**config.mk**
```make
export PLATFORM = sky130hd
export DESIGN_NAME = oad_decoder
export DESIGN_NICKNAME = d
export VERILOG_FILES = /design/src/pkg/oad_pkg.sv /design/src/oad_disp_fetch.sv /design/src/oad_decoder.sv
export SDC_FILE = /design/constraint.sdc
export NUM_CORES = 1
export LEC_CHECK = 0
export BUFFER_PORTS_ARGS = -buffer_cell sky130_fd_sc_hd__buf_2
export CAP_MARGIN = 30
export CORE_MARGIN = 10
export CORE_UTILIZATION = 56
export CTS_BUF_LIST = sky130_fd_sc_hd__clkbuf_4
export CTS_CLUSTER_DIAMETER = 40
export CTS_CLUSTER_SIZE = 12
export DETAILED_ROUTE_END_ITERATION = 16
export PLACE_DENSITY_LB_ADDON = 0.12
export SLEW_MARGIN = 10
export SYNTH_ARGS = -nofsm -noshare
export SYNTH_HDL_FRONTEND = slang
export SYNTH_SLANG_ARGS = --single-unit
```
**constraint.sdc**
```tcl
create_clock -name i_mclk -period 11.06 [get_ports i_mclk]
set_input_delay 2.212 -clock i_mclk [delete_from_list [all_inputs] [get_ports i_mclk]]
set_output_delay 2.212 -clock i_mclk [all_outputs]
set_load 0.05 [all_outputs]
```
**src/pkg/oad_pkg.sv**
```systemverilog
// Constants, field layouts and encodings for the operand address decoder
// ==========================================================================
package oad_pkg;

    // ======================================================================
    // Addressing-form byte layout
    localparam int MODRM_MOD_MSB = 7;              // Form field upper bit
    localparam int MODRM_MOD_LSB = 6;              // Form field lower bit
    localparam int MODRM_RM_MSB  = 2;              // Selector upper bit
    localparam int MODRM_RM_LSB  = 0;              // Selector lower bit

    // ======================================================================
    // Addressing forms
    localparam logic [1:0] MOD_NODISP = 2'h0;      // No displacement
    localparam logic [1:0] MOD_DISP8  = 2'h1;      // One byte, sign-extended
    localparam logic [1:0] MOD_DISP16 = 2'h2;      // Two bytes
    localparam logic [1:0] MOD_REG    = 2'h3;      // Register operand

    // ======================================================================
    // Operand selector codes
    localparam logic [2:0] RM_BW_SI = 3'h0;        // Base word + source index
    localparam logic [2:0] RM_BW_DST = 3'h1;       // Base word + dest index
    localparam logic [2:0] RM_FB_SI = 3'h2;        // Frame base + source index
    localparam logic [2:0] RM_FB_DST = 3'h3;       // Frame base + dest index
    localparam logic [2:0] RM_SI    = 3'h4;        // Source index
    localparam logic [2:0] RM_DST   = 3'h5;        // Dest index
    localparam logic [2:0] RM_FB    = 3'h6;        // Frame base, or direct
    localparam logic [2:0] RM_BW    = 3'h7;        // Base word

    // ======================================================================
    // Segment register codes, same as the prefix field
    localparam logic [1:0] SEG_EXTRA = 2'h0;       // Extra segment
    localparam logic [1:0] SEG_CODE  = 2'h1;       // Code segment
    localparam logic [1:0] SEG_STACK = 2'h2;       // Stack segment
    localparam logic [1:0] SEG_DATA  = 2'h3;       // Data segment

    // ======================================================================
    // Override prefix pattern 001xx110
    localparam logic [7:0] PREFIX_MASK  = 8'hE7;   // Fixed bits
    localparam logic [7:0] PREFIX_MATCH = 8'h26;   // Fixed bit values
    localparam int         PREFIX_SEG_MSB = 4;     // Segment field upper bit
    localparam int         PREFIX_SEG_LSB = 3;     // Segment field lower bit

    // ======================================================================
    // Displacement byte counts
    localparam logic [1:0] DISP_NONE = 2'h0;       // No bytes
    localparam logic [1:0] DISP_ONE  = 2'h1;       // Low byte only
    localparam logic [1:0] DISP_TWO  = 2'h2;       // Low then high

    // ======================================================================
    // Timing
    localparam int         OFS_CALC_CYCLES = 4;    // Offset calculation clocks
    localparam logic [2:0] OFS_CALC_LAST   = 3'(OFS_CALC_CYCLES - 1);

    // ======================================================================
    // Reset values
    localparam logic [15:0] OFFSET_RST = 16'h0000; // Offset after reset
    localparam logic [7:0]  BYTE_RST   = 8'h00;    // Byte latch after reset

endpackage

```
**src/oad_disp_fetch.sv**
```systemverilog
// Displacement byte collector for the operand address decoder
`timescale 1ns/1ps
module oad_disp_fetch (
    input  wire logic        i_mclk,        // Processor clock
    input  wire logic        i_sys_rst,     // Synchronous reset, high
    input  wire logic        i_ce,          // Clock enable
    input  wire logic        i_load,        // Start collecting
    input  wire logic [1:0]  i_count,       // Bytes to collect, 1 or 2
    input  wire logic        i_byte_valid,  // Stream byte present
    input  wire logic [7:0]  i_byte,        // Stream byte
    output logic             o_req,         // Wants a byte
    output logic             o_done,        // Displacement complete, pulse
    output logic [15:0]      o_disp         // Assembled displacement
);

    // ======================================================================
    // State
    logic [1:0]  left_r;                    // Bytes still expected
    logic [1:0]  left_nxt;
    logic        two_r;                     // Two-byte form
    logic        two_nxt;
    logic [7:0]  low_r;                     // First fetched byte
    logic [7:0]  low_nxt;
    logic        done_r;                    // Completion pulse
    logic        done_nxt;
    logic [15:0] disp_r;                    // Result
    logic [15:0] disp_nxt;
    logic        req_r;                     // Registered byte request
    logic        req_nxt;

    // Next-state computation
    always_comb begin
        left_nxt = left_r;
        two_nxt  = two_r;
        low_nxt  = low_r;
        done_nxt = 1'b0;
        disp_nxt = disp_r;
        if (i_load) begin
            left_nxt = i_count;
            two_nxt  = (i_count == oad_pkg::DISP_TWO);
        end else if (left_r != oad_pkg::DISP_NONE && i_byte_valid) begin
            left_nxt = left_r - 2'h1;
            if (left_r == oad_pkg::DISP_ONE) begin
                done_nxt = 1'b1;
                if (two_r) begin
                    disp_nxt = {i_byte, low_r};
                end else begin
                    disp_nxt = {{8{i_byte[7]}}, i_byte};
                end
            end else begin
                low_nxt = i_byte;           // First byte is the low half
            end
        end
        req_nxt  = (left_nxt != oad_pkg::DISP_NONE);
    end

    // Register stage, frozen while the enable is low
    always_ff @(posedge i_mclk) begin
        if (i_sys_rst) begin
            left_r <= oad_pkg::DISP_NONE;
            two_r  <= 1'b0;
            low_r  <= oad_pkg::BYTE_RST;
            done_r <= 1'b0;
            disp_r <= oad_pkg::OFFSET_RST;
            req_r  <= 1'b0;
        end else if (i_ce) begin
            left_r <= left_nxt;
            two_r  <= two_nxt;
            low_r  <= low_nxt;
            done_r <= done_nxt;
            disp_r <= disp_nxt;
            req_r  <= req_nxt;
        end
    end

    assign o_req  = req_r;
    assign o_done = done_r;
    assign o_disp = disp_r;

endmodule // oad_disp_fetch

```
**src/oad_decoder.sv**
```systemverilog
// Operand address decoder: form decode, displacement, offset and segment
`timescale 1ns/1ps
module oad_decoder (
    input  wire logic        i_mclk,                 // Processor clock
    input  wire logic        i_sys_rst,              // Synchronous reset, high
    input  wire logic        i_ce,                   // Clock enable
    input  wire logic        i_prefix_valid,         // Prefix candidate byte strobe
    input  wire logic [7:0]  i_prefix_byte,          // Prefix candidate byte
    input  wire logic        i_start,                // Addressing byte strobe
    input  wire logic [7:0]  i_modrm,                // Addressing-form byte
    input  wire logic        i_word,                 // Operand size flag w
    input  wire logic        i_string_dst,           // String destination operand
    input  wire logic        i_byte_valid,           // Stream byte present
    input  wire logic [7:0]  i_byte,                 // Stream byte
    input  wire logic [15:0] i_base_word_register,   // Base word value
    input  wire logic [15:0] i_frame_base_register,  // Frame base value
    input  wire logic [15:0] i_src_index_register,   // Source index value
    input  wire logic [15:0] i_dest_index_register,  // Dest index value
    output logic             o_busy,                 // Decode in progress
    output logic             o_disp_req,             // Wants a displacement byte
    output logic             o_done,                 // Result valid, pulse
    output logic             o_is_reg,               // Operand is a register
    output logic [2:0]       o_reg_word_idx,         // Word register index
    output logic             o_reg_is_byte,          // Byte-sized register
    output logic             o_reg_hi_byte,          // Upper byte of the word
    output logic [15:0]      o_effective_offset,     // Computed offset
    output logic [1:0]       o_seg_sel               // Segment register code
);

    // ======================================================================
    // Decode helpers
    // Displacement bytes needed by a form and selector
    function automatic logic [1:0] disp_bytes(input logic [1:0] md, input logic [2:0] rm);
        logic [1:0] n;
        n = oad_pkg::DISP_NONE;
        if (md == oad_pkg::MOD_DISP8) begin
            n = oad_pkg::DISP_ONE;
        end else if (md == oad_pkg::MOD_DISP16) begin
            n = oad_pkg::DISP_TWO;
        end else if (md == oad_pkg::MOD_NODISP && rm == oad_pkg::RM_FB) begin
            n = oad_pkg::DISP_TWO;
        end
        return n;
    endfunction

    // Frame base takes part in the offset
    function automatic logic uses_frame(input logic [1:0] md, input logic [2:0] rm);
        logic f;
        f = (rm == oad_pkg::RM_FB_SI) || (rm == oad_pkg::RM_FB_DST) ||
            (rm == oad_pkg::RM_FB && md != oad_pkg::MOD_NODISP);
        return f;
    endfunction

    // ======================================================================
    // State
    typedef enum logic [1:0] {ST_IDLE, ST_FETCH, ST_CALC, ST_DONE} oad_state_t;

    oad_state_t  state_r;                            // Sequencer state
    oad_state_t  state_nxt;
    logic [1:0]  mod_r;                              // Latched form
    logic [1:0]  mod_nxt;
    logic [2:0]  rm_r;                               // Latched selector
    logic [2:0]  rm_nxt;
    logic        strdst_r;                           // Latched string flag
    logic        strdst_nxt;
    logic        ovr_valid_r;                        // Override pending
    logic        ovr_valid_nxt;
    logic [1:0]  ovr_seg_r;                          // Override segment
    logic [1:0]  ovr_seg_nxt;
    logic [2:0]  calc_cnt_r;                         // Calculation clock count
    logic [2:0]  calc_cnt_nxt;
    logic [15:0] disp_r;                             // Displacement in use
    logic [15:0] disp_nxt;
    logic        busy_r;
    logic        busy_nxt;
    logic        done_r;
    logic        done_nxt;
    logic        is_reg_r;
    logic        is_reg_nxt;
    logic [2:0]  reg_idx_r;
    logic [2:0]  reg_idx_nxt;
    logic        reg_byte_r;
    logic        reg_byte_nxt;
    logic        reg_hi_r;
    logic        reg_hi_nxt;
    logic [15:0] eff_r;
    logic [15:0] eff_nxt;
    logic [1:0]  seg_r;
    logic [1:0]  seg_nxt;

    // Fetch unit wiring
    logic        fetch_load;                         // Start byte collection
    logic [1:0]  fetch_count;                        // Bytes to collect
    logic        fetch_req;                          // Collector wants bytes
    logic        fetch_done;                         // Collector finished
    logic [15:0] fetch_disp;                         // Collected displacement
    logic        prefix_hit;                         // Byte matches 001xx110

    assign prefix_hit = i_prefix_valid &&
                        ((i_prefix_byte & oad_pkg::PREFIX_MASK) == oad_pkg::PREFIX_MATCH);

    // ======================================================================
    // Displacement collector: bytes taken in stream order right after the
    // addressing byte, so immediates must not be offered until it is done
    oad_disp_fetch u_fetch (
        .i_mclk       (i_mclk),
        .i_sys_rst    (i_sys_rst),
        .i_ce         (i_ce),
        .i_load       (fetch_load),
        .i_count      (fetch_count),
        .i_byte_valid (i_byte_valid),
        .i_byte       (i_byte),
        .o_req        (fetch_req),
        .o_done       (fetch_done),
        .o_disp       (fetch_disp)
    );

    // ======================================================================
    // Sequencer and result computation
    always_comb begin
        logic [15:0] base;
        logic [1:0]  imod;
        logic [2:0]  irm;
        base          = 16'h0000;
        imod          = i_modrm[oad_pkg::MODRM_MOD_MSB:oad_pkg::MODRM_MOD_LSB];
        irm           = i_modrm[oad_pkg::MODRM_RM_MSB:oad_pkg::MODRM_RM_LSB];
        state_nxt     = state_r;
        mod_nxt       = mod_r;
        rm_nxt        = rm_r;
        strdst_nxt    = strdst_r;
        ovr_valid_nxt = ovr_valid_r;
        ovr_seg_nxt   = ovr_seg_r;
        calc_cnt_nxt  = calc_cnt_r;
        disp_nxt      = disp_r;
        busy_nxt      = busy_r;
        done_nxt      = 1'b0;
        is_reg_nxt    = is_reg_r;
        reg_idx_nxt   = reg_idx_r;
        reg_byte_nxt  = reg_byte_r;
        reg_hi_nxt    = reg_hi_r;
        eff_nxt       = eff_r;
        seg_nxt       = seg_r;
        fetch_load    = 1'b0;
        fetch_count   = disp_bytes(imod, irm);

        // Prefix latch; a new prefix outranks the end-of-instruction clear
        if (prefix_hit) begin
            ovr_valid_nxt = 1'b1;
            ovr_seg_nxt   = i_prefix_byte[oad_pkg::PREFIX_SEG_MSB:oad_pkg::PREFIX_SEG_LSB];
        end

        unique case (state_r)
            ST_IDLE: begin
                // Requests outside idle are ignored
                if (i_start) begin
                    mod_nxt    = imod;
                    rm_nxt     = irm;
                    strdst_nxt = i_string_dst;
                    busy_nxt   = 1'b1;
                    disp_nxt   = 16'h0000;
                    if (imod == oad_pkg::MOD_REG) begin
                        // Register operand, no offset formed
                        is_reg_nxt   = 1'b1;
                        reg_byte_nxt = !i_word;
                        reg_idx_nxt  = i_word ? irm : {1'b0, irm[1:0]};
                        reg_hi_nxt   = !i_word && irm[2];
                        state_nxt    = ST_DONE;
                    end else begin
                        is_reg_nxt = 1'b0;
                        if (fetch_count == oad_pkg::DISP_NONE) begin
                            state_nxt    = ST_CALC;
                            calc_cnt_nxt = 3'h0;
                        end else begin
                            fetch_load = 1'b1;
                            state_nxt  = ST_FETCH;
                        end
                    end
                end
            end
            ST_FETCH: begin
                if (fetch_done) begin
                    disp_nxt     = fetch_disp;
                    calc_cnt_nxt = 3'h0;
                    state_nxt    = ST_CALC;
                end
            end
            ST_CALC: begin
                // Fixed calculation time whatever the form
                calc_cnt_nxt = calc_cnt_r + 3'h1;
                if (calc_cnt_r == oad_pkg::OFS_CALC_LAST) begin
                    unique case (rm_r)
                        oad_pkg::RM_BW_SI: base = i_base_word_register + i_src_index_register;
                        oad_pkg::RM_BW_DST: base = i_base_word_register + i_dest_index_register;
                        oad_pkg::RM_FB_SI: base = i_frame_base_register + i_src_index_register;
                        oad_pkg::RM_FB_DST: base = i_frame_base_register + i_dest_index_register;
                        oad_pkg::RM_SI:    base = i_src_index_register;
                        oad_pkg::RM_DST:   base = i_dest_index_register;
                        oad_pkg::RM_FB:    base = (mod_r == oad_pkg::MOD_NODISP) ? 16'h0000
                                                  : i_frame_base_register;
                        oad_pkg::RM_BW:    base = i_base_word_register;
                    endcase
                    eff_nxt = base + disp_r;
                    // Segment choice, string destination first
                    if (strdst_r) begin
                        seg_nxt = oad_pkg::SEG_EXTRA;
                    end else if (ovr_valid_r) begin
                        seg_nxt = ovr_seg_r;
                    end else if (uses_frame(mod_r, rm_r)) begin
                        seg_nxt = oad_pkg::SEG_STACK;
                    end else begin
                        seg_nxt = oad_pkg::SEG_DATA;
                    end
                    state_nxt = ST_DONE;
                end
            end
            ST_DONE: begin
                // Result published; override consumed by this instruction
                done_nxt  = 1'b1;
                busy_nxt  = 1'b0;
                state_nxt = ST_IDLE;
                if (!prefix_hit) begin
                    ovr_valid_nxt = 1'b0;
                end
            end
        endcase
    end

    // Register stage, frozen while the enable is low
    always_ff @(posedge i_mclk) begin
        if (i_sys_rst) begin
            state_r     <= ST_IDLE;
            mod_r       <= oad_pkg::MOD_NODISP;
            rm_r        <= oad_pkg::RM_BW_SI;
            strdst_r    <= 1'b0;
            ovr_valid_r <= 1'b0;
            ovr_seg_r   <= oad_pkg::SEG_DATA;
            calc_cnt_r  <= 3'h0;
            disp_r      <= oad_pkg::OFFSET_RST;
            busy_r      <= 1'b0;
            done_r      <= 1'b0;
            is_reg_r    <= 1'b0;
            reg_idx_r   <= 3'h0;
            reg_byte_r  <= 1'b0;
            reg_hi_r    <= 1'b0;
            eff_r       <= oad_pkg::OFFSET_RST;
            seg_r       <= oad_pkg::SEG_DATA;
        end else if (i_ce) begin
            state_r     <= state_nxt;
            mod_r       <= mod_nxt;
            rm_r        <= rm_nxt;
            strdst_r    <= strdst_nxt;
            ovr_valid_r <= ovr_valid_nxt;
            ovr_seg_r   <= ovr_seg_nxt;
            calc_cnt_r  <= calc_cnt_nxt;
            disp_r      <= disp_nxt;
            busy_r      <= busy_nxt;
            done_r      <= done_nxt;
            is_reg_r    <= is_reg_nxt;
            reg_idx_r   <= reg_idx_nxt;
            reg_byte_r  <= reg_byte_nxt;
            reg_hi_r    <= reg_hi_nxt;
            eff_r       <= eff_nxt;
            seg_r       <= seg_nxt;
        end
    end

    // ======================================================================
    // Outputs, all from flip-flops (request comes from the collector's count)
    assign o_busy             = busy_r;
    assign o_disp_req         = fetch_req;
    assign o_done             = done_r;
    assign o_is_reg           = is_reg_r;
    assign o_reg_word_idx     = reg_idx_r;
    assign o_reg_is_byte      = reg_byte_r;
    assign o_reg_hi_byte      = reg_hi_r;
    assign o_effective_offset = eff_r;
    assign o_seg_sel          = seg_r;

endmodule // oad_decoder

```
==> results.ini <==
[status]
outcome=finished clean

[synthesis]
synth_flop_cell=dfxtp_1
synth.area.top_cells=dfxtp_1 26%, ha_1 11%, a21oi_1 7.6%, nor2_1 6.2%, nand2_1 5.1%
syn_area_um2=6466
synth_warnings=0
synth-edff-count=0
syn_inst=837
synth_top_area_share_pct=26.32
ys_async_sr_fraction_pct=0
synth_seq_cells=85
synth_cell_types=57
synth-seq-area-share_pct=26.32
syn_area_per_cell_um2=7.725
syn_nets=994
synth_area_leader_cell=dfxtp_1

[sta]
hold_viol=0
worstMarginPinSlew_ns=0.9020
setup_viol=0
skew_ns=0.01577
rsz0062_at_grt=no
fmax_mhz=142.1
setup_tns_ns=0
relSlewSlack_pct=39.70
timing.final.crit_share_pct=63.65
fin_crit_ns=7.039
slew_viol_final=0

[worst_setup_path]
arrival_ns=7.40
crit_type=reg -> reg
crit_path_max_incr_delay_ns=0.62
slowest_stage=nand2_1
crit_family=compound AO/OA/AOI/OAI gates
rrSetupSlack_ns=4.02
path_max_fanout=38
endpoint_kind=flop
crit_required_ns=11.42
cp-start-kind=flop
critical_path_buf_inv_count=2
r2r_start=rm_r[2]$_SDFFE_PP0P_
critPathLaunch=rm_r[2]$_SDFFE_PP0P_
crit_top_cell=o21ai_1

[route]
vias=6381
antenna_left=0
vias_per_cell=5.903
dr.pass1.iters=5
drt_iter0_markers=471
drt-total-wl_um=18440
remaining_drc_errors=0
routedWlPerCell_um=17.06

[die]
fp.dieH_um=127.5
boundaryPins=123
die_area_um2=16240
die_w_um=127.5
rows=39
coreArea_um2=11370
start_util_pct=56.87

[power]
peakVddDrop_mv=0.08406
power.density_nw_per_um2=107.8
p_leak_nw=3.253

[cts]
clk_latency_ns=0.44
cts_resized=0
postCtsSetupBuffers=0
tritoncts=yes
ctsRootBufferMaster=clkbuf_4
cts_buffers=9
cts_num_sinks=85
cts.path.max_buffers=2
cts_hold_buf=0
path_clk_slew_ns=0.13
htree_levels=3

[cells_and_area]
final_cell_area_um2=7293
final_common_cell=buf_2
drive_gt1_share_pct=15.88
mostFrequentLayoutCells=119 x buf_2, 107 x nor2_1, 98 x a21oi_1
n_antenna_cell=0
fill_cells=1032
utilization_pct=64.15
layout.nets=1090
syn_to_final_growth_pct=12.79

[job]
max_cap_violations=0

[global_routing]
grt_max_degree=87
grt_overflow_total=0
grt_pass1_wl_um=29820
grt_pass1_vias=6063
antenna_found_initial=0
globalRouteTotalUtil_pct=21.78

[placement]
place.port_buffers=119
gp_congestion=0.8830
place_area_um2=7144
post-dp-hpwl_um=14310

[worst_hold_path]
hold_path_class=reg -> reg
min-delay-start=o_effective_offset[7]$_SDFFE_PP0P_

[worst register-to-register path, cell delays in order, from the launching register on]
cell	delay, ns
dfxtp_1	0.41
buf_4	0.39
nor2_1	0.12
nor2_1	0.38
nand2_1	0.62
mux2_1	0.42
ha_1	0.18
inv_1	0.06
fa_1	0.43
nor2b_1	0.13
o21ai_1	0.10
a21boi_1	0.16
o21ai_1	0.12
a21boi_1	0.15
o21ai_0	0.09
mux2_2	0.28
o21ai_1	0.12
o2bb2ai_1	0.14
ha_1	0.30
and2_4	0.18
a221o_1	0.31
a41o_1	0.24
a31o_1	0.26
a211o_1	0.28
a21oi_2	0.16
xnor2_1	0.11
or4_1	0.53
a311oi_1	0.26
[area by class of cell]
class / instances / area (um^2) / area share [%]
Timing Repair Buffer: 128 / 670.6 / 9.195
Sequential cell: 85 / 1702 / 23.33
Clock inverter: 7 / 66.31 / 0.9092
Tap cell: 143 / 178.9 / 2.453
Inverter: 32 / 120.1 / 1.647
Clock buffer: 9 / 67.56 / 0.9264
Multi-Input combinational cell: 677 / 4488 / 61.54
[worst paths after layout]
kind,to,cells after the start
min,o_effective_offset[7]$_SDFFE_PP0P_,2
max,o_effective_offset[15]$_SDFFE_PP0P_,27
max reg2reg,o_effective_offset[15]$_SDFFE_PP0P_,27
min reg2reg,o_effective_offset[7]$_SDFFE_PP0P_,2
[cell usage after synthesis, types with 7 or more instances]
library cell / instances
a31oi_1: 7
nor2_1: 107
a21o_1: 14
nor3_1: 15
mux2i_1: 25
nand3_1: 10
a22oi_1: 21
dfxtp_1: 85
inv_1: 30
mux2_1: 28
o21ai_0: 16
clkbuf_1: 40
xor2_1: 9
o21ai_1: 24
xnor2_1: 27
o21bai_1: 10
o31ai_1: 8
nor2b_1: 10
a21oi_1: 98
and3_1: 9
nand2_1: 88
a211oi_1: 30
ha_1: 58
[logic make-up (layout without fill, tap and decap cells)]
kind of cell             after synthesis  count (layout)  synth area share, %
flip-flops                            85              85                26.32
adder cells (fa/ha/maj)               61              61                12.15
XOR/XNOR                              36              36                4.876
AND/OR/NAND/NOR                      263             263                17.76
buffers and inverters                 75             176                4.354
AO/OA/AOI/OAI                        263             263                25.62
multiplexers                          54              54                8.920
[power breakdown]
part | internal (mW) | switching [mW] | leakage, nW
clock network | 0.0673 | 0.108 | 0.0670
logic | 0.120 | 0.172 | 2.50
registers | 0.312 | 0.00631 | 0.687
[per-layer routing]
metal | wire length [um] | up-vias | GRT usage (%)
met4 | 221 | 0 | 5.693
met5 | 0 | - | 0
met1 | 8089 | 3002 | 27.57
met2 | 8937 | 154 | 36.54
met3 | 1193 | 18 | 4.756
li1 | - | 3207 | -
[through the flow]
stage | hold slack, ns | std cells | total power, mW | setup slack (ns)
4_1_cts | 0.4628 | 1080 | 0.7870 | 4.079
2_1_floorplan | 0.4365 | 837 | 0.5330 | 4.199
3_5_place_dp | 0.4446 | 1064 | 0.6131 | 3.640
6_report | 0.4603 | 1081 | 0.7861 | 4.021
5_1_grt | 0.4759 | 1081 | 0.8379 | 3.611
3_3_place_gp | 0.4405 | 1062 | 0.6019 | 3.757
Power figures use the tool's default switching activity.
